**src/hw/mac_qsi_pkg.sv**
```systemverilog
// Constants and types for the MAC queue pointer, receive status and interrupt block
// Notes on behaviour
// - Pointer loads software base, descriptors fetched there
// - Index steps per buffer, wraps at 1024/wrap
// - Pointer write ignored while transmit is active
// - Pointer read gives first buffer of frame
// - Receive flags clear on written one only
// - No-buffer flag sets on every failed fetch
// - After failure, reread descriptor each new frame
// - Frame-received flag sets when frame stored
// - Overrun flag on late grant/bus error, recover buffer
// - Management done sets bit 0; read clears all
// - Receive complete sets bit 1 per stored frame
// - Used bit read sets bit 2 rx, 3 tx
// - Underrun bit 4: late, error, mid-frame, pointer write
// - Buffers exhausted mid-frame sets bit 6
// - Transmit complete sets bit 7 per frame
// - Receive overrun status sets bit 10
// - DMA bus error sets bit 11
// - Valid pause frame sets bit 12
// - Pause counter reaching zero sets bit 13
// - Enable-set write unmasks written sources
// - Enable-clear write masks written sources
// - Mask register shows which sources are masked
package mac_qsi_pkg;

    // Register byte offsets on the Avalon slave
    localparam logic [7:0] TBQP_OFFSET = 8'h1c;
    localparam logic [7:0] RSR_OFFSET  = 8'h20;
    localparam logic [7:0] ISR_OFFSET  = 8'h24;
    localparam logic [7:0] IER_OFFSET  = 8'h28;
    localparam logic [7:0] IDR_OFFSET  = 8'h2c;
    localparam logic [7:0] IMR_OFFSET  = 8'h30;

    // Receive status bit positions
    localparam int RX_NO_BUFFER_BIT     = 0;
    localparam int FRAME_RECEIVED_BIT   = 1;
    localparam int RX_OVERRUN_BIT       = 2;

    // Interrupt status bit positions
    localparam int MGMT_DONE_BIT        = 0;
    localparam int RX_COMPLETE_BIT      = 1;
    localparam int RX_USED_BIT          = 2;
    localparam int TX_USED_BIT          = 3;
    localparam int TX_UNDERRUN_BIT      = 4;
    localparam int RETRY_LIMIT_BIT      = 5;
    localparam int TX_EXHAUSTED_BIT     = 6;
    localparam int TX_COMPLETE_BIT      = 7;
    localparam int RX_OVERRUN_IRQ_BIT   = 10;
    localparam int BUS_ERROR_BIT        = 11;
    localparam int PAUSE_RECEIVED_BIT   = 12;
    localparam int PAUSE_ZERO_BIT       = 13;

    // Implemented bits and reset values
    localparam logic [31:0] IRQ_IMPLEMENTED = 32'h0000_3cff;
    localparam logic [31:0] RSR_IMPLEMENTED = 32'h0000_0007;
    localparam logic [31:0] TBQP_WRITABLE   = 32'hffff_fffe;
    localparam logic [31:0] TBQP_RESET      = 32'h0000_0000;
    localparam logic [31:0] MASK_RESET      = 32'h0000_3cff;
    localparam logic [9:0]  LAST_INDEX      = 10'h3ff;

    // Event strobes from the rest of the MAC, one-cycle pulses
    typedef struct packed {
        logic mgmt_done;
        logic rx_stored;
        logic rx_used_bit;
        logic rx_no_buffer;
        logic rx_late_grant;
        logic rx_bus_error;
        logic tx_used_bit;
        logic tx_late_fetch;
        logic tx_bus_error;
        logic tx_used_mid_frame;
        logic retry_limit;
        logic tx_exhausted;
        logic tx_complete;
        logic pause_received;
    } mac_event_type;

    // Transmit DMA buffer progress
    typedef struct packed {
        logic buffer_done;
        logic wrap;
    } tx_progress_type;

endpackage : mac_qsi_pkg

```
**src/hw/mac_queue_status_irq.sv**
```systemverilog
// Transmit queue pointer, receive status, interrupt status and mask registers
module mac_queue_status_irq
    import mac_qsi_pkg::*;
(
    // Clock and reset
    input  wire logic            ref_clk_i,
    input  wire logic            reset_n_i,
    // Avalon-MM slave
    input  wire logic [7:0]      avs_address_i,
    input  wire logic            avs_read_i,
    input  wire logic            avs_write_i,
    input  wire logic [31:0]     avs_writedata_i,
    input  wire logic [3:0]      avs_byteenable_i,
    output logic [31:0]          avs_readdata_o,
    output logic                 avs_waitrequest_o,
    // MAC status and events
    input  wire logic            transmit_active_bit_i,
    input  wire mac_event_type   mac_event_i,
    input  wire logic [15:0]     pause_time_i,
    // Transmit DMA
    input  wire tx_progress_type tx_progress_i,
    output logic [31:0]          tx_desc_addr_o,
    // Receive DMA
    input  wire logic            rx_frame_start_i,
    input  wire logic            rx_fetch_ok_i,
    output logic                 rx_desc_reread_o,
    output logic                 rx_buffer_recover_o,
    // Interrupt
    output logic                 irq_o
);

    // Bus handshake state
    logic        ack;
    logic [31:0] read_word;
    logic [31:0] wmask;

    // Registers
    logic [31:0] tx_descriptor_queue_pointer;
    logic [9:0]  tx_index;
    logic [9:0]  frame_index;
    logic [31:0] receive_status_flags;
    logic [31:0] interrupt_status_flags;
    logic [31:0] irq_mask;
    logic        reread_pending;
    logic [15:0] pause_time_prev;

    // Next values
    logic [31:0] next_rsr;
    logic [31:0] next_isr;

    // Byte-lane mask for writes
    genvar lane;
    generate
        for (lane = 0; lane < 4; lane++) begin : g_lane
            assign wmask[lane*8 +: 8] = {8{avs_byteenable_i[lane]}};
        end
    endgenerate

    // Handshake: one wait cycle, then the request is taken
    wire req       = avs_read_i | avs_write_i;
    wire first     = req & ~ack;
    wire wr_taken  = avs_write_i & ack;
    wire rd_first  = avs_read_i & ~ack;
    wire [31:0] wd = avs_writedata_i & wmask;
    assign avs_waitrequest_o = first;

    // Address decode
    wire sel_tbqp = (avs_address_i == TBQP_OFFSET);
    wire sel_rsr  = (avs_address_i == RSR_OFFSET);
    wire sel_isr  = (avs_address_i == ISR_OFFSET);
    wire sel_ier  = (avs_address_i == IER_OFFSET);
    wire sel_idr  = (avs_address_i == IDR_OFFSET);
    wire sel_imr  = (avs_address_i == IMR_OFFSET);

    // Write strobes
    wire tbqp_write  = wr_taken & sel_tbqp & ~transmit_active_bit_i;
    wire rsr_write   = wr_taken & sel_rsr;
    wire ier_write   = wr_taken & sel_ier;
    wire idr_write   = wr_taken & sel_idr;
    wire isr_rd_clr  = rd_first & sel_isr;

    // Descriptor addresses from base and indices
    wire [31:0] cur_addr   = tx_descriptor_queue_pointer + {19'h0, tx_index, 3'h0};
    wire [31:0] frame_addr = tx_descriptor_queue_pointer + {19'h0, frame_index, 3'h0};
    assign tx_desc_addr_o = cur_addr;

    // Read data select, unmapped reads as zero
    assign read_word = sel_tbqp ? frame_addr :
                       sel_rsr  ? receive_status_flags :
                       sel_isr  ? interrupt_status_flags :
                       sel_imr  ? irq_mask :
                       32'h0000_0000;

    // Event conditions
    wire rx_overrun_set = mac_event_i.rx_late_grant | mac_event_i.rx_bus_error;
    wire pause_zero     = (pause_time_prev != 16'h0000) &&
                          (pause_time_i == 16'h0000);
    wire any_bus_error  = mac_event_i.rx_bus_error | mac_event_i.tx_bus_error;
    wire tx_underrun    = mac_event_i.tx_late_fetch | mac_event_i.tx_bus_error |
                          mac_event_i.tx_used_mid_frame | tbqp_write;

    // Receive status set vector
    logic [31:0] rsr_set;
    always_comb begin
        rsr_set                     = 32'h0000_0000;
        rsr_set[RX_NO_BUFFER_BIT]   = mac_event_i.rx_no_buffer;
        rsr_set[FRAME_RECEIVED_BIT] = mac_event_i.rx_stored;
        rsr_set[RX_OVERRUN_BIT]     = rx_overrun_set;
    end

    // Interrupt status set vector
    logic [31:0] isr_set;
    always_comb begin
        isr_set                     = 32'h0000_0000;
        isr_set[MGMT_DONE_BIT]      = mac_event_i.mgmt_done;
        isr_set[RX_COMPLETE_BIT]    = mac_event_i.rx_stored;
        isr_set[RX_USED_BIT]        = mac_event_i.rx_used_bit;
        isr_set[TX_USED_BIT]        = mac_event_i.tx_used_bit;
        isr_set[TX_UNDERRUN_BIT]    = tx_underrun;
        isr_set[RETRY_LIMIT_BIT]    = mac_event_i.retry_limit;
        isr_set[TX_EXHAUSTED_BIT]   = mac_event_i.tx_exhausted;
        isr_set[TX_COMPLETE_BIT]    = mac_event_i.tx_complete;
        isr_set[RX_OVERRUN_IRQ_BIT] = rx_overrun_set;
        isr_set[BUS_ERROR_BIT]      = any_bus_error;
        isr_set[PAUSE_RECEIVED_BIT] = mac_event_i.pause_received;
        isr_set[PAUSE_ZERO_BIT]     = pause_zero;
    end

    // Flag updates: a set in the clearing cycle wins
    assign next_rsr = ((receive_status_flags & ~(rsr_write ? wd : 32'h0)) | rsr_set)
                      & RSR_IMPLEMENTED;
    assign next_isr = ((isr_rd_clr ? 32'h0 : interrupt_status_flags) | isr_set)
                      & IRQ_IMPLEMENTED;

    // Index stepping with wrap at the last entry or the wrap bit
    wire       tx_step    = tx_progress_i.buffer_done;
    wire       tx_wrap    = tx_progress_i.wrap | (tx_index == LAST_INDEX);
    wire [9:0] next_index = tx_wrap ? 10'h000 : tx_index + 10'h001;

    // Interrupt output from flag and mask flops
    assign irq_o = |(interrupt_status_flags & ~irq_mask);

    // Reread request at each frame start while the last fetch failed
    assign rx_desc_reread_o = rx_frame_start_i & reread_pending;

    // Bus handshake and read data
    always_ff @(posedge ref_clk_i or negedge reset_n_i) begin
        if (!reset_n_i) begin
            ack            <= 1'b0;
            avs_readdata_o <= 32'h0000_0000;
        end else begin
            ack <= first;
            if (rd_first) begin
                avs_readdata_o <= read_word;
            end
        end
    end

    // Transmit queue pointer base
    always_ff @(posedge ref_clk_i or negedge reset_n_i) begin
        if (!reset_n_i) begin
            tx_descriptor_queue_pointer <= TBQP_RESET;
        end else if (tbqp_write) begin
            tx_descriptor_queue_pointer <= ((tx_descriptor_queue_pointer & ~wmask) | wd)
                                           & TBQP_WRITABLE;
        end
    end

    // Current and frame-start indices
    always_ff @(posedge ref_clk_i or negedge reset_n_i) begin
        if (!reset_n_i) begin
            tx_index    <= 10'h000;
            frame_index <= 10'h000;
        end else if (tbqp_write) begin
            tx_index    <= 10'h000;
            frame_index <= 10'h000;
        end else begin
            if (tx_step) begin
                tx_index <= next_index;
            end
            if (mac_event_i.tx_complete) begin
                frame_index <= tx_step ? next_index : tx_index;
            end
        end
    end

    // Status flags
    always_ff @(posedge ref_clk_i or negedge reset_n_i) begin
        if (!reset_n_i) begin
            receive_status_flags   <= 32'h0000_0000;
            interrupt_status_flags <= 32'h0000_0000;
        end else begin
            receive_status_flags   <= next_rsr;
            interrupt_status_flags <= next_isr;
        end
    end

    // Interrupt mask, set means masked
    always_ff @(posedge ref_clk_i or negedge reset_n_i) begin
        if (!reset_n_i) begin
            irq_mask <= MASK_RESET;
        end else if (ier_write) begin
            irq_mask <= irq_mask & ~(wd & IRQ_IMPLEMENTED);
        end else if (idr_write) begin
            irq_mask <= irq_mask | (wd & IRQ_IMPLEMENTED);
        end
    end

    // Receive fetch failure tracking, buffer recovery and pause history
    always_ff @(posedge ref_clk_i or negedge reset_n_i) begin
        if (!reset_n_i) begin
            reread_pending      <= 1'b0;
            rx_buffer_recover_o <= 1'b0;
            pause_time_prev     <= 16'h0000;
        end else begin
            if (mac_event_i.rx_no_buffer) begin
                reread_pending <= 1'b1;
            end else if (rx_fetch_ok_i) begin
                reread_pending <= 1'b0;
            end
            rx_buffer_recover_o <= rx_overrun_set;
            pause_time_prev     <= pause_time_i;
        end
    end
endmodule // mac_queue_status_irq

```
**config.mk**
```make
export PLATFORM = sky130hd
export DESIGN_NAME = mac_queue_status_irq
export DESIGN_NICKNAME = d
export VERILOG_FILES = /design/src/hw/mac_qsi_pkg.sv /design/src/hw/mac_queue_status_irq.sv
export SDC_FILE = /design/constraint.sdc
export NUM_CORES = 1
export LEC_CHECK = 0
export ABC_AREA = 1
export BUFFER_PORTS_ARGS = -buffer_cell sky130_fd_sc_hd__buf_4
export CORE_MARGIN = 2
export CORE_UTILIZATION = 55
export DETAILED_ROUTE_END_ITERATION = 16
export GPL_TIMING_DRIVEN = 0
export PLACE_DENSITY = 0.8
export SLEW_MARGIN = 10
export SYNTH_ARGS = -nofsm -noshare
export SYNTH_HDL_FRONTEND = slang
export SYNTH_SLANG_ARGS = --single-unit
```
**constraint.sdc**
```tcl
create_clock -name ref_clk_i -period 3.02 [get_ports ref_clk_i]
set_clock_uncertainty 0.15 [all_clocks]
set_input_delay 0.604 -clock ref_clk_i [delete_from_list [all_inputs] [get_ports ref_clk_i]]
set_output_delay 0.604 -clock ref_clk_i [all_outputs]
set_load 0.01 [all_outputs]
```
[After elaboration in Yosys (flattened, before gate mapping)]
Cells that the tools add are included.
Operators by class
  add/subtract/negate cells: 3
  eq/ne operators: 7
  muxes and demuxes: 15
  bitwise gates (word level): 32
  reduce and logical (&&, ||, !) cells: 7
Operators with widths (count)
  $mux 32: 6
  $and 32x32->32: 3
  $add 32x13->32: 2
  $not 32->32: 2
  $mux 10: 5
  $eq 8x6->1 const B: 5
  $and 14x32->32: 1
  $not 14->32: 1
  $or 32x14->32: 1
  $or 32x32->32: 1
  $reduce_or 32->1: 1
  $logic_not 16->1: 1
  $reduce_bool 16->1: 1
  $mux 14: 1
  $or 14x14->14: 1
  $add 10x1->10 const B: 1
  $and 1x1->1: 10
  $eq 10x10->1 const B: 1
  $eq 8x5->1 const B: 1
  $or 1x1->1: 7
  $reduce_bool 2->1: 3
  $and 3x3->3: 1
  $mux 3: 1
  $not 3->3: 1
  other kinds (4): 6
Storage, ports and cells
  register bits: 149
  bits of input ports: 83
  output and inout bits: 68
  logic and storage cells: 75

[Longest topological paths before layout]
  depth after elaboration: 6
  mapped depth: 13
  gate-level depth less buffers: 13

[Least setup slack after synthesis]
OpenSTA, ideal clock, no wires.
  kind: reg-to-output
  from: register tx_index[0]
  to: output tx_desc_addr_o[21]
  data arrival time: 2.036 ns
  data required time: 2.266 ns
  path slack: 0.230 ns
  cell stages (with the launch flop): 14
  path buffers: 0
  path through: dfrtp_1 -> ha_1 -> fa_1 -> nand2_1 -> nand2_1 -> o21ai_0 -> inv_1 -> nand2_1 -> nand2_1 -> a21oi_1 -> inv_1 -> nand2_1 -> nand2_1 -> nand2_1
Between the ends
  cells in the longest elaborated chain, start to end: 1
Ends and longest elaborated chain
  start: declaration: RTL line mac_queue_status_irq.sv:39  | logic [9:0] tx_index;
  start signal: assignment: RTL line mac_queue_status_irq.sv:179  | tx_index <= next_index;
  $add 32x13->32: RTL line mac_queue_status_irq.sv:83  | wire [31:0] cur_addr = tx_descriptor_queue_pointer + {19'h0, tx_index, 3'h0};
  end: declaration: RTL line mac_queue_status_irq.sv:22  | output logic [31:0] tx_desc_addr_o,
Every way passes these cells.

==> flow_summary_export.csv <==
group,metric,value,unit
clocking,cts_tree,"built",
timing,rsz0062_at_grt,"true",
worst_setup_path,crit_fanout,4,
floorplanning,core_area,13300,µm²
global_route,overflow,0,
global_route,grt_pass1_wl,36.3,mm
place,gp_congestion,0.946,
power,intPower,3.14,mW
layout,regArea,3260,µm²
worst_setup_path,required,2.27,ns
power,comb_power_share,10.3,%
logic_synthesis,syn_inst,993,
worst_setup_path,crit_path_top_delay_cell,"dfrtp_2",
place,dpl_cell_area,8970,µm²
layout,diodes,0,
layout,layout.cells.most_common,"nand2_1",
route,vias,7754,
layout,fillers,964,
timing,finalCriticalPeriod,3.21,ns
run_status,status,"finished, violations left",
route,routedWlPerCell,17.1,µm
logic_synthesis,ys_ff_latch,129,
clocking,clock_path_buffers,2,
timing,fin_ws,-0.194,ns
worst_setup_path,crit_path_start_kind,"flip-flop",
global_route,antenna_found_initial,0,
worst_setup_path,cp.arrival,2.46,ns
logic_synthesis,yosys_most_used_dff,"dfrtp_1",
layout,syn_to_final_growth,33.9,%
timing,fin_crit_sh,106,%
logic_synthesis,ys_types,52,
floorplanning,die_h,122,µm
layout,stdcell_area,10200,µm²
route,drtIter0Drc,643,
power,p_switching,1.16,mW
layout,multi_input_area,4090,µm²
layout,fin_nets,1299,
timing,whs,0.134,ns
floorplanning,core.rowCount,42,
place,io_buffers,149,
timing,slew_viol_final,0,
layout,fin_util,76.2,%
clocking,clock-sinks,129,
logic_synthesis,async_reset_ff_share,100,%
clocking,clk_latency,0.43,ns
floorplanning,die_w,122,µm
route,drtAntennaViolNets,0,
logic_synthesis,synth_warnings,0,
clocking,cts_root_buffer,"clkbuf_16",
layout,final_cell_mix,"nand2_1 (281), buf_4 (175), inv_1 (117)",
worst_setup_path,cp_common_cell,"nand2_2",
power,switching_share,27.1,%
floorplanning,initial_core_util,56.9,%
worst_setup_path,cp_cell_sequence,"ha_4 -> fa_2 -> nand2_2 -> nand2_2 -> o21ai_4 -> inv_2 -> nand2_2 -> nand2_4 -> a21oi_4 -> xor2_1 -> buf_4",
place,post-dp-hpwl,16.5,mm
power,seqPwrFrac,42.6,%
layout,drive_above_1_share,28.7,%
logic_synthesis,syn_area,7600,µm²
run_status,violations,"negative setup slack",
route,routed_wl,23.7,mm
clocking,clk_pin_slew_worst_paths,0.06,ns
worst_setup_path,critPathKind,"flip-flop to output port",
route,via_per_inst,5.61,
place,place_ws,-0.253,ns
floorplanning,die_area,14800,µm²
power,powerDensity,423,nW/µm²
timing,max_freq,0.311,GHz
logic_synthesis,ys_seq_area_share,42.7,%
power,p_leak,5.21,nW
worst_setup_path,slowest_delay,0.44,ns
clocking,htree_levels,4,
global_route,groute.usage.overall,32.2,%
global_route,grt_max_degree,93,
min_path,hp-class,"primary input to flip-flop",
power,clock_power_share,47.1,%
floorplanning,num_io_pins,151,
logic_synthesis,synth_edf_count,0,
timing,hold_violations,0,
logic_synthesis,synth_nets,1099,
logic_synthesis,syn_avg_cell_area,7.65,µm²
run,cap_viol_max_count,0,
global_route,grt_pass1_vias,7401,
worst_setup_path,cp-end-kind,"output port",
timing,finalSetupViolations,15,
route,post-route-drc-count,0,
power,irDropWorstVdd,0.413,mV
route,firstDrtPassIters,6,
clocking,numCtsBuffers,17,
path summary, 6_finish.rpt:
| kind | cells after the start | slack (ns) | from | to |
|---|---|---|---|---|
| setup / recovery | 11 | -0.19 | flip-flop | tx_desc_addr_o[13] |
| hold / removal | 1 | 0.13 | pause_time_i[1] | pause_time_prev[1]$_DFF_PN0_ |
| setup reg to reg | 10 | 0.55 | flip-flop | avs_readdata_o[11]$_DFFE_PN0P_ |
| hold reg to reg | 1 | 0.33 | ack$_DFF_PN0_ | ack$_DFF_PN0_ |
| max in group asynchronous | 3 | 1.43 | reset_n_i | asynchronous set/reset pin |
| min in group asynchronous | 2 | 0.49 | reset_n_i | pause_time_prev[3]$_DFF_PN0_ |
cells by family after synthesis:
family,synth area share [%]
AOI/OAI and AO/OA,11.4
xor gates and xnor gates,2.65
adders and majority gates,3.99
buffers and inverters,7.92
DFF,42.7
muxes,1.05
other,0.0494
and+or+nand+nor,30.3
per-layer routing:
layer	global-route usage [%]	up-vias	routed length (µm)
met5	0	-	0
met4	17.2	0	1330
met3	6.16	105	1770
met2	53.4	435	11300
met1	39.8	3574	9270
li1	-	3640	-
final cells by class:
cell class / instances / area share, %
Sequential cell: 129 / 32.1
Timing Repair Buffer: 181 / 13.9
Clock buffer: 18 / 4.22
Buffer: 21 / 1.30
Multi-Input combinational cell: 718 / 40.2
Clock inverter: 14 / 1.44
Inverter: 125 / 4.64
Tap cell: 176 / 2.17
cells in the mapped netlist, types with 4 or more instances:
cell type | count | share of area (%)
a21oi_1 | 31 | 2.0
a22oi_1 | 4 | 0.40
buf_2 | 7 | 0.46
buf_4 | 5 | 0.49
clkbuf_1 | 6 | 0.30
dfrtp_1 | 117 | 39
dfstp_2 | 12 | 4.2
ha_1 | 21 | 3.5
inv_1 | 119 | 5.9
inv_2 | 5 | 0.25
mux2i_1 | 8 | 1.1
nand2_1 | 297 | 15
nand2_2 | 4 | 0.33
nand3_1 | 62 | 4.1
nand4_1 | 23 | 1.9
nor2_1 | 86 | 4.2
nor2_4 | 4 | 0.59
nor3_1 | 16 | 1.1
nor4_1 | 8 | 0.66
o211ai_1 | 7 | 0.69
o21a_1 | 5 | 0.49
o21ai_0 | 56 | 3.7
o21ai_1 | 8 | 0.53
o21ai_2 | 8 | 0.92
o21bai_1 | 7 | 0.69
o22ai_1 | 9 | 0.74
xor2_1 | 20 | 2.3
timing repair:
item,CTS,global route
gates resized for setup,45,53
buffers inserted,14,16
hold buffers,1,0
pin swaps,7,18
gates cloned,0,0
setup endpoints to repair,22,21
hold endpoints to repair,37,0
per-stage QoR:
step	TNS [ns]	instances	total power [mW]
floorplan	0	993	2.02
global placement	-0.730	1318	2.24
detailed placement	-0.821	1319	2.26
CTS	-0.896	1366	4.28
global route	-2.50	1382	4.44
finish	-1.43	1382	4.30
worst max-delay path, delay by kind of cell, from the launching register on:
family                     cells  cell delay (ns)
AOI/OAI and AO/OA              2             0.31
and+or+nand+nor                4             0.31
buffers and inverters          2             0.23
DFF                            1             0.44
adders and majority gates      2             0.51
xor gates and xnor gates       1             0.22
power by group through the flow:
stage	logic, mW	registers [mW]	clock network (mW)
after floorplan	0.173	1.85	0
after global placement	0.388	1.86	0
after detailed placement	0.400	1.86	0
after CTS	0.424	1.83	2.03
after global routing	0.487	1.84	2.12
final	0.443	1.83	2.02
No activity file was read; power rests on OpenSTA's default activity.
